$ cat src/ibfc_map.svh
// Register addresses, bit positions and reset values of the bus flag block
`ifndef IBFC_MAP_SVH
`define IBFC_MAP_SVH
`define IBFC_ADDR_W          16
`define IBFC_FLAG_ADDR       16'hFFAB
`define IBFC_CLKSEL_ADDR     16'hFFA8
`define IBFC_FLAG_RESET      8'h00
`define IBFC_CLKSEL_RESET    8'h00
`define IBFC_FLAG_STF_BIT    7
`define IBFC_FLAG_BSY_BIT    6
`define IBFC_FLAG_ISE_BIT    1
`define IBFC_FLAG_RSV_BIT    0
`define IBFC_CLKSEL_CLD_BIT  5
`define IBFC_CLKSEL_DAD_BIT  4
`define IBFC_CLKSEL_WMASK    4'hF
`define IBFC_CLKSEL_SEL_MSB  3
`define IBFC_RDATA_IDLE      8'h00
`define IBFC_SYNC_RESET      3'h7
`endif

$ cat src/ibfc_pkg.sv
// Types shared by the bus flag block
package ibfc_pkg;
    // Bus events seen on the line
    typedef struct packed {
        logic start_det;
        logic stop_det;
    } ibfc_bus_evt_t;

    // Register read and write strobe bundle
    typedef struct packed {
        logic        wr;
        logic        rd;
        logic [15:0] addr;
        logic [7:0]  wdata;
    } ibfc_cpu_req_t;
endpackage

$ cat src/ibfc_pin_sync.sv
// Three-stage synchroniser that accepts a change once the last two stages agree
`timescale 1ns/10ps
`include "ibfc_map.svh"
module ibfc_pin_sync
    import ibfc_pkg::*;
(
    input  wire logic ref_clk_in,
    input  wire logic rst_in,
    input  wire logic pin_in,
    output logic      level_out
);
    // State: three sync stages plus accepted level
    typedef struct packed {
        logic [2:0] sync;
        logic       level;
    } ibfc_sync_state_t;

    ibfc_sync_state_t st_r;
    ibfc_sync_state_t st_nxt;

    // Stage 0 is only read by stage 1
    always_comb
    begin
        st_nxt       = st_r;
        st_nxt.sync  = {st_r.sync[1:0], pin_in};
        if (st_r.sync[1] == st_r.sync[2])
        begin
            st_nxt.level = st_r.sync[2];
        end
    end

    // Idle bus is high, so reset to high
    always_ff @(posedge ref_clk_in or posedge rst_in)
    begin
        if (rst_in)
        begin
            st_r <= {`IBFC_SYNC_RESET, 1'b1};
        end
        else
        begin
            st_r <= st_nxt;
        end
    end

    assign level_out = st_r.level;
endmodule

$ cat src/ibfc_top.sv
// Flag and clock-selection registers of the bus interface, with busy tracking
//==============================================================================
//==============================================================================
`timescale 1ns/10ps
`include "ibfc_map.svh"
module ibfc_top
    import ibfc_pkg::*;
(
    input  wire logic        ref_clk_in,
    input  wire logic        rst_in,
    input  wire logic        cpu_wr_in,
    input  wire logic        cpu_rd_in,
    input  wire logic [15:0] cpu_addr_in,
    input  wire logic [7:0]  cpu_wdata_in,
    input  wire logic        interface_operation_enable_in,
    input  wire logic        start_trigger_in,
    input  wire logic        start_fail_in,
    input  wire logic        start_det_in,
    input  wire logic        stop_det_in,
    input  wire logic        scl_pin_in,
    input  wire logic        sda_pin_in,
    output logic [7:0]       cpu_rdata_out,
    output logic             start_permit_out,
    output logic             reservation_disable_out,
    output logic [3:0]       clock_select_out
);
    //==========================================================================
    // State
    // Delayed copies of enable and trigger give the edges that set and clear the flags
    typedef struct packed {
        logic       start_fail_flag;
        logic       bus_busy_flag;
        logic       initial_start_enable;
        logic       reservation_disable;
        logic       stop_seen;
        logic       enable_d;
        logic       trig_d;
        logic [3:0] clk_sel;
        logic       clock_line_level;
        logic       data_line_level;
        logic [7:0] rdata;
        logic       start_permit;
    } ibfc_state_t;

    ibfc_state_t   st_r;
    ibfc_state_t   st_nxt;
    ibfc_cpu_req_t req;
    logic          scl_lvl;
    logic          sda_lvl;

    // Bundle the strobes so the decode below reads as one request
    assign req = '{wr: cpu_wr_in, rd: cpu_rd_in, addr: cpu_addr_in, wdata: cpu_wdata_in};

    // Address decode shared by read and write paths
    function automatic logic hit(input logic [15:0] a, input logic [15:0] target);
        hit = (a == target);
    endfunction

    // Flag register image; bits five down to two are tied to zero
    function automatic logic [7:0] flag_image(input ibfc_state_t s);
        logic [7:0] img;
        img                     = `IBFC_RDATA_IDLE;
        img[`IBFC_FLAG_STF_BIT] = s.start_fail_flag;
        img[`IBFC_FLAG_BSY_BIT] = s.bus_busy_flag;
        img[`IBFC_FLAG_ISE_BIT] = s.initial_start_enable;
        img[`IBFC_FLAG_RSV_BIT] = s.reservation_disable;
        return img;
    endfunction

    // Clock selection image; the two top bits are tied to zero
    function automatic logic [7:0] clksel_image(input ibfc_state_t s);
        logic [7:0] img;
        img                              = `IBFC_RDATA_IDLE;
        img[`IBFC_CLKSEL_SEL_MSB:0]      = s.clk_sel;
        img[`IBFC_CLKSEL_CLD_BIT]        = s.clock_line_level;
        img[`IBFC_CLKSEL_DAD_BIT]        = s.data_line_level;
        return img;
    endfunction

    //==========================================================================
    // Pin level synchronisers, one per bus line; index 1 is the clock line
    // Lines move with no regard to our clock, so each passes three flops
    // and a change counts only once the last two stages agree
    logic [1:0] line_pins;
    logic [1:0] line_lvls;

    assign line_pins = {scl_pin_in, sda_pin_in};

    genvar gi;
    generate
        for (gi = 0; gi < $bits(line_pins); gi = gi + 1)
        begin : g_line_sync
            ibfc_pin_sync u_sync
            (
                .ref_clk_in (ref_clk_in),
                .rst_in     (rst_in),
                .pin_in     (line_pins[gi]),
                .level_out  (line_lvls[gi])
            );
        end
    endgenerate

    // Accepted levels of the clock and data lines
    assign scl_lvl = line_lvls[1];
    assign sda_lvl = line_lvls[0];

    //==========================================================================
    // Next-state logic
    always_comb
    begin
        // Defaults hold every field; the delayed copies follow their inputs
        st_nxt          = st_r;
        st_nxt.enable_d = interface_operation_enable_in;
        st_nxt.trig_d   = start_trigger_in;

        // Writes while enabled are dropped; protects live config
        if (req.wr && hit(req.addr, `IBFC_FLAG_ADDR) && !interface_operation_enable_in)
        begin
            st_nxt.reservation_disable  = req.wdata[`IBFC_FLAG_RSV_BIT];
            st_nxt.initial_start_enable = req.wdata[`IBFC_FLAG_ISE_BIT];
        end
        if (req.wr && hit(req.addr, `IBFC_CLKSEL_ADDR) && !interface_operation_enable_in)
        begin
            // Only the select field lands; line level bits are never written
            st_nxt.clk_sel = req.wdata[`IBFC_CLKSEL_SEL_MSB:0] & `IBFC_CLKSEL_WMASK;
        end

        // Start-fail: set wins over clear in one cycle; a failed start needs the block enabled
        // Trigger written one and trigger cleared are taken from the trigger's edges
        if (start_fail_in && !start_trigger_in && st_r.trig_d && st_r.reservation_disable &&
            interface_operation_enable_in)
        begin
            st_nxt.start_fail_flag = 1'b1;
        end
        else if ((start_trigger_in && !st_r.trig_d) || !interface_operation_enable_in)
        begin
            st_nxt.start_fail_flag = 1'b0;
        end

        // Busy tracking; a start detected wins over stop in the same cycle
        // The enable edge comes from the registered enable, so a held enable
        // cannot set busy again after a stop has cleared it
        // With initial-start set the busy bit ignores the real bus until a start
        if (!interface_operation_enable_in)
        begin
            st_nxt.bus_busy_flag = 1'b0;
            st_nxt.stop_seen     = 1'b0;
        end
        else if (start_det_in)
        begin
            st_nxt.bus_busy_flag = 1'b1;
        end
        else if (stop_det_in)
        begin
            st_nxt.bus_busy_flag = 1'b0;
            st_nxt.stop_seen     = 1'b1;
        end
        else if (!st_r.enable_d && !st_r.initial_start_enable)
        begin
            st_nxt.bus_busy_flag = 1'b1;
        end

        // Stop clears initial-start whether or not the block is enabled
        if (stop_det_in)
        begin
            st_nxt.initial_start_enable = 1'b0;
        end

        // Start allowed once a stop is seen, or at once with initial-start
        st_nxt.start_permit = interface_operation_enable_in &&
                              (st_nxt.stop_seen || st_nxt.initial_start_enable);

        // Line levels only valid while enabled
        st_nxt.clock_line_level = interface_operation_enable_in && scl_lvl;
        st_nxt.data_line_level  = interface_operation_enable_in && sda_lvl;

        // Registered read data; unmapped addresses read zero
        // Zero between reads, so a stale byte never looks like a fresh answer
        st_nxt.rdata = `IBFC_RDATA_IDLE;
        if (req.rd && hit(req.addr, `IBFC_FLAG_ADDR))
        begin
            st_nxt.rdata = flag_image(st_r);
        end
        else if (req.rd && hit(req.addr, `IBFC_CLKSEL_ADDR))
        begin
            st_nxt.rdata = clksel_image(st_r);
        end
    end

    //==========================================================================
    // State register
    // Asynchronous reset returns every field, read data included, to zero
    always_ff @(posedge ref_clk_in or posedge rst_in)
    begin
        if (rst_in)
        begin
            st_r <= '0;
        end
        else
        begin
            st_r <= st_nxt;
        end
    end

    // Outputs come straight from the state register, with no logic after it
    assign cpu_rdata_out           = st_r.rdata;
    assign start_permit_out        = st_r.start_permit;
    assign reservation_disable_out = st_r.reservation_disable;
    assign clock_select_out        = st_r.clk_sel;
endmodule

$ cat config.mk
export PLATFORM = sky130hd
export DESIGN_NAME = ibfc_top
export DESIGN_NICKNAME = d
export VERILOG_FILES = /design/src/ibfc_pkg.sv /design/src/ibfc_pin_sync.sv /design/src/ibfc_top.sv
export VERILOG_INCLUDE_DIRS = /design/src
export SDC_FILE = /design/constraint.sdc
export NUM_CORES = 1
export LEC_CHECK = 0
export BUFFER_PORTS_ARGS = -buffer_cell sky130_fd_sc_hd__buf_2
export CAP_MARGIN = 15
export CORE_MARGIN = 2
export CORE_UTILIZATION = 40
export DETAILED_ROUTE_END_ITERATION = 7
export MAX_ROUTING_LAYER = met4
export PLACE_DENSITY = 0.68
export SKIP_LAST_GASP = 1
export SLEW_MARGIN = 20
export SYNTH_ARGS = -nofsm -noshare
export SYNTH_HDL_FRONTEND = slang
export SYNTH_SLANG_ARGS = --single-unit
$ cat constraint.sdc
create_clock -name ref_clk_in -period 1.1 [get_ports ref_clk_in]
set_clock_uncertainty 0.1 [all_clocks]
set_input_delay 0.11 -clock ref_clk_in [delete_from_list [all_inputs] [get_ports ref_clk_in]]
set_output_delay 0.11 -clock ref_clk_in [all_outputs]
set_load 0.05 [all_outputs]
# After elaboration in Yosys (flattened, before gate mapping)
# Index checks and enable logic that the tools add are counted.
# totals
regBits	30
inputBits	35
# op_classes
eq_ne	5
muxes	13
reduce_logical	23
# op_table
operator	n
$eq A16 B16 Y1 const B	2
$logic_and A1 B1 Y1	15
$mux W1	10
$mux W8	1
$mux W6	1
$logic_not A1 Y1	5
$ne A4 B1 Y1 const B	1
$eq A1 B1 Y1	2
$logic_or A1 B1 Y1	2
$mux W2	1
$reduce_bool A2 Y1	1

# Logic depth before layout (Yosys ltp)
# Gate-level depths: netlist of run 1.
# depth
word_depth	7
depth_mapped	4
mapped_depth_nobuf	4

# Modules after synthesis
# From an unflattened synthesis of run 1, not the netlist that was laid out.
# hier_totals
cells_unflattened	92
area_unflattened_um2	1239.9
# modules_own_cells
module	n_inst	cells_each	area_per_inst_um2
ibfc_top	1	80	999.7
ibfc_pin_sync	2	6	120.1

# Least setup slack after synthesis of run 1
# No wires, ideal clock.
# synth_timing
path_kind	in2reg
startpoint	input port cpu_addr_in[6]
endpoint	register st_r, in the netlist clock_select_out[0]
setup_ns	0.125
t_arrival_ns	1.126
t_required_ns	0.875
path_slack_ns	-0.251
stages	4
n_path_buf	0
path_cell_list	nand4bb_4 > nor4_4 > nand3_2 > mux2_4
# synth_between
elab_chain_len	3
# synth_rtl
item	line_no	source
start: declaration	ibfc_top.sv:13	input wire logic [15:0] cpu_addr_in,
$eq A16 B16 Y1	ibfc_top.sv:56	hit = (a == target);
$logic_and A1 B1 Y1 (2 in series)	ibfc_top.sv:122	if (req.wr && hit(req.addr, `IBFC_CLKSEL_ADDR) && !interface_operation_enable_in)
end signal: assignment	ibfc_top.sv:201	st_r <= st_nxt;
end: declaration	ibfc_top.sv:45	ibfc_state_t st_r;
# Every way passes these cells.
# A chain may end at the register's enable or synchronous reset.

# Worst setup path after layout of run 1
# layout_timing
startpoint	input port cpu_addr_in[11]
endpoint	register st_r, in the netlist clock_select_out[0]
# Same word-level chain as after synthesis.

==> results.cfg, run 1 <==
[outcome]
violations = setup timing
outcome = finished, violations left

[sta]
hold_viol_final = 0
final.min_clock_period_ps = 1160
worst_slew_pin_slew_ps = 288
fmax_mhz = 862
setup_violations = 5
slew-limit-headroom_pct = 80.7
finalCritPeriodShare_pct = 105
fin_setup_tns_ps = -220
rsz0062_at_grt = true
finalMaxSlewViolations = 0
final.setup.worst_slack_ps = -59.9

[global_route]
grt_overflow_total = 0
grt_pass1_wl_microns = 4240
antenna_found_initial = 0
globalRouteTotalUtil_pct = 17.7
grt_max_degree = 31
grt_pass1_vias = 960

[placed_design]
placed_area_sq_um = 1500
place_hpwl_microns = 1640
placed_cells = 165
gp_congestion = 0.823
dp_slack_ps = -407
numPortBuffers = 44

[synthesis]
netlist_area_sq_um = 1240
synth-seq-cells = 30
ys_seq_area_share_pct = 61.3
ys_types = 28
synthCells = 90
yosys_warnings = 0
synth_fp_nets = 125
syn_area_per_cell_sq_um = 13.8

[worst_setup_path]
critPathCaptureType = flip-flop
cp_data_arrival_time_ps = 1280
worst-path-max-fanout = 4
r2r_slack_ps = 50
crit-reg2reg-launch = reservation_disable_out
cp-start-kind = input pin
worstReg2RegEnd = reservation_disable_out
crit_type = in2reg
crit_required_ps = 1220
reg2regPathDepth = 2

[final_layout]
finalNonFillerCells = 190
final_common_cell = buf_2
fillCellCount = 223
layout_common_cells = buf_2 (23), dfrtp_1 (22), buf_6 (22), buf_4 (13), dlygate4sd3_1 (12)
drive_above_1_share_pct = 52.9
nets = 191
diodes = 0
area_growth_pct = 49.5
design_area_sq_um = 1860

[routing]
dr.pass1.iters = 4
ant_nets = 0
vias = 908
wl_microns = 2710
drt_iter0_markers = 17
via_per_inst = 4.78
drc = 0
wl_per_cell_microns = 14.3

[pwr]
totalPowerFinal_mw = 2.00
power_leakage_nw = 0.928
peakVddDrop_mv = 0.837
powerDensity_nw_per_um2 = 1080

[cts]
clock_sinks = 30
clock_latency_ps = 320
h-tree-depth = 2
clockBufferDepth = 2
cts_tree = yes
cts_inserted_buffers = 5
root_buffer = clkbuf_4
clk_pin_slew_worst_paths_ps = 80

[min_path]
worstHoldStart = stop_det_in
hold_depth = 3
min_to = st_r[20]
hold_class = in2reg

[floorplan]
fp.dieH_microns = 59.7
core_area_sq_um = 3000
fp.dieArea_sq_um = 3560
start_util_pct = 41.3
row_count = 20
ios = 49
chipWidth_microns = 59.7

[job]
maxCapViolations = 0
[where the power goes]
part	switching, mW	internal [mW]
Combinational	0.0967	0.131
Sequential	0.0134	1.15
Clock	0.354	0.254
[worst max-delay path, stage by stage]
cell	delay, ps
buf_6	60
nand4_1	190
nor4_4	380
nand3_2	200
mux2_4	340
[final cells by class]
type / count / area (sq um) / area share [%]
multi-input cells: 45 / 393 / 21.2
repair buffers: 71 / 601 / 32.4
clock buffers: 8 / 48.8 / 2.63
inverters: 3 / 11.3 / 0.607
flip-flops and latches: 30 / 761 / 41.0
well taps: 33 / 41.3 / 2.23
[routing by layer]
layer  up-vias  part of all wire [%]  track usage, %
met5         -                     0               -
met4         0                   2.7            10.8
met3        10                   4.1            4.76
met2        32                    54            28.4
met1       430                    40            19.4
li1        436                     -               -
[how the worst max path moves through the flow]
stage	start	to	slack, ps	cells after the start
floorplan	cpu_addr_in[6]	clock_select_out[0]	-250	4
global route	cpu_addr_in[11]	clock_select_out[1]	-110	5
detailed placement	cpu_addr_in[6]	clock_select_out[0]	-410	5
finish	cpu_addr_in[11]	clock_select_out[0]	-60	5
CTS	clock_select_out[2]	clock_select_out[2]	-20	1
global placement	cpu_addr_in[6]	clock_select_out[3]	-370	5
[state kept, by name (all words and copies together), names as in the netlist]
register                      count
g_line_sync.u_sync.level_out      2
cpu_rdata_out                     8
start_permit_out                  1
st_r                              8
g_line_sync.u_sync.st_nxt         4
clock_select_out                  4
g_line_sync.u_sync.st_r           2
reservation_disable_out           1
[cell usage after synthesis (all sizes together)]
library cell | number | share of area (%)
a31o | 1 | 0.71
dfrtp | 22 | 44
inv | 3 | 0.91
nor2 | 4 | 1.2
nor4 | 2 | 2.7
maj3 | 2 | 1.6
nand4bb | 1 | 2.2
nand2 | 1 | 0.30
nor2b | 2 | 1.0
nand3 | 2 | 1.2
nand4 | 4 | 2.5
a21boi | 1 | 0.61
nand2b | 1 | 0.50
o21a | 2 | 1.2
buf | 12 | 7.3
nand3b | 1 | 0.61
and2 | 5 | 2.5
dfstp | 8 | 17
o21bai | 1 | 0.61
and3 | 6 | 3.0
a22o | 2 | 1.4
o21ai | 1 | 0.40
a21oi | 1 | 0.40
mux2 | 5 | 5.7
[repair_timing]
| action | in CTS | in global routing |
|---|---|---|
| hold buffers | 12 | 1 |
| pin swaps | 3 | 3 |
| endpoints found under the hold margin | 43 | 1 |
| gates resized for setup | 27 | 13 |
| setup endpoints to repair | 18 | 19 |
| setup buffers | 5 | 0 |
[cell families (layout without fill, tap and decap cells)]
kind of cell             count (synthesis)  count (layout)  share of synthesized area (%)
AO/OA/AOI/OAI                            9               9                           5.34
multiplexers                             5               5                           5.75
buffers and inverters                   15              82                           8.17
flip-flops                              30              30                           61.3
adder cells (fa/ha/maj)                  2               2                           1.61
AND/OR/NAND/NOR                         29              29                           17.8
[metrics by stage]
step / hold slack [ps] / utilization, %
finish: 22.1 / 61.8
global route: 31.9 / 61.8
CTS: 6.21 / 60.0
detailed placement: 54.8 / 50.0
global placement: 51.4 / 50.0
floorplan: 14.5 / -
Note: power is estimated with default switching activity, not from simulation.
==> run 2: changes to the inputs <==
ABC_AREA = 1   (was unset)
PLACE_DENSITY = 0.67   (was 0.68)
==> results.cfg, run 2 <==
[job]
maxCapViolations = 0

[cts]
root_buffer = clkbuf_4
clockBufferDepth = 2
clock_latency_ps = 330
clock_sinks = 30
clk_pin_slew_worst_paths_ps = 80
cts_inserted_buffers = 5
cts_tree = yes
h-tree-depth = 2

[sta]
hold_viol_final = 0
final.min_clock_period_ps = 1120
rsz0062_at_grt = true
finalMaxSlewViolations = 0
finalCritPeriodShare_pct = 102
fin_setup_tns_ps = -24.3
fmax_mhz = 892
final.setup.worst_slack_ps = -20.5
slew-limit-headroom_pct = 83.4
worst_slew_pin_slew_ps = 247
setup_violations = 2

[synthesis]
synth_fp_nets = 172
synth_most_common_cell = nand2_1
ys_seq_area_share_pct = 58.7
ys.flop_type = dfrtp_1
yosys_warnings = 0
synth-seq-cells = 30
synthCells = 137
synth_common_cells = nand2_1 (26), dfrtp_1 (22), inv_1 (22)
synth_top_area_share_pct = 42.5
synth_area_leaders = dfrtp_1 (43%), dfstp_2 (16%), nand2_1 (7.5%)
syn_area_per_cell_sq_um = 9.45
synth_enable_flop_cells = 0
netlist_area_sq_um = 1290
synthArstFlopShare_pct = 100
synth_area_leader_cell = dfrtp_1
ys_types = 20

[global_route]
grt_pass1_wl_microns = 4320
antenna_found_initial = 0
grt_overflow_total = 0
grt_max_degree = 31
globalRouteTotalUtil_pct = 17.4
grt_pass1_vias = 1063

[worst_setup_path]
critPathSlowestCell = dfrtp_1
crit_required_ps = 890
crit_chain = buf_6
path_buf_inv = 1
cp_top_family = flip-flops
crit_type = reg2out
cp-start-kind = flip-flop
cp_data_arrival_time_ps = 910
critPathMaxStageDelay_ps = 420
critPathCaptureType = primary output
worst-path-max-fanout = 2

[placed_design]
dp_slack_ps = -42.8
numPortBuffers = 44
placed_area_sq_um = 1520
gp_congestion = 0.814
place_hpwl_microns = 1750
placed_cells = 216

[floorplan]
fp.dieArea_sq_um = 3710
start_util_pct = 42.1
row_count = 20
core_area_sq_um = 3080
chipWidth_microns = 60.9
ios = 49
fp.dieH_microns = 60.9

[final_layout]
drive_above_1_share_pct = 42.6
finalNonFillerCells = 241
seqCellArea_sq_um = 761
layout_common_cells = buf_2 (30), nand2_1 (26), inv_1 (22), dfrtp_1 (22)
multiInputGateArea_sq_um = 347
nets = 232
final_common_cell = buf_2
fillCellCount = 285
design_area_sq_um = 1850
diodes = 0
area_growth_pct = 42.8

[pwr]
powerDensity_nw_per_um2 = 1210
power_leakage_nw = 0.966
peakVddDrop_mv = 0.806

[routing]
dr.pass1.iters = 4
drc = 0
wl_microns = 2560
vias = 1055
via_per_inst = 4.38
ant_nets = 0
drt_iter0_markers = 10
wl_per_cell_microns = 10.6

[outcome]
violations = setup timing
outcome = finished, violations left

[min_path]
hold_class = in2reg
-- run 2: changes by cell type in the layout (fill, tap and decap cells not counted), moves of 3 or more --
cell      before  now
nand2_1        1   26
and3_1         6    0
mux2_4         4    0
inv_2          0    4
nand4_1        3    0
nor2_1         4   14
buf_6         22   14
inv_1          3   22
buf_4         13    8
nor2_2         0    4
clkbuf_1       3    0
buf_2         23   30
and2_1         3    0
nand3_1        1    5
-- run 2: final cells by class --
cell class,instances,share of cell area (%)
Multi-Input combinational cell,69,18.7
Tap cell,44,2.98
Timing Repair Buffer,65,27.5
Sequential cell,30,41.1
Clock inverter,1,1.62
Inverter,26,5.28
Clock buffer,6,2.77
-- run 2: worst reg2reg max path, stage by stage (launching register included) --
cell	delay, ps
dfrtp_1	420
buf_4	160
a31oi_1	160
nor3_1	60
-- run 2: cells by family after synthesis --
logic type | synth area share, %
buffers and inverters | 14.5
and+or+nand+nor | 21.7
AOI/OAI and AO/OA | 3.48
DFF | 58.7
adders and majority gates | 1.55
-- run 2: timing repair --
item                                    4_1_cts  5_1_grt
endpoints found under the setup margin       14       14
hold buffers                                 12        0
setup buffers                                 5        1
hold endpoints to repair                     46        0
gates resized for setup                      24        4
-- run 2: stage by stage --
stage,power (mW),utilization [%],hold WS [ps]
floorplan,1.26,-,14.5
global placement,1.34,49.2,50.5
detailed placement,1.35,49.2,56.1
CTS,2.27,59.3,0.430
global route,2.36,60.1,17.4
finish,2.24,60.1,8.70
-- run 2: path summary, 6_finish.rpt --
check	start	endpoint	slack [ps]	cells past startpoint
setup / recovery	reservation_disable_out	reservation_disable_out	-20	1
hold / removal	start_fail_in	st_r[21]	9	3
setup reg to reg	reservation_disable_out	st_r[21]	100	3
hold reg to reg	g_line_sync[0].u_sync.st_nxt[2]	g_line_sync[0].u_sync.st_nxt[3]	250	0
max in group asynchronous	rst_in	g_line_sync[1].u_sync.st_nxt[3]	420	4
min in group asynchronous	rst_in	cpu_rdata_out[4]	240	4
-- run 2: routing by layer --
metal	part of all wire (%)	GRT usage (%)	wire length [microns]
met5	0	-	0
met4	3.6	9.63	92
met3	5.7	7.04	147
met2	50	28.4	1290
met1	40	17.5	1030
-- run 2: where the power goes --
group	switching (mW)	internal (mW)	leakage, nW
Combinational	0.100	0.103	0.540
Clock	0.348	0.528	0.0443
Sequential	0.0136	1.15	0.382
Total	0.461	1.78	0.966
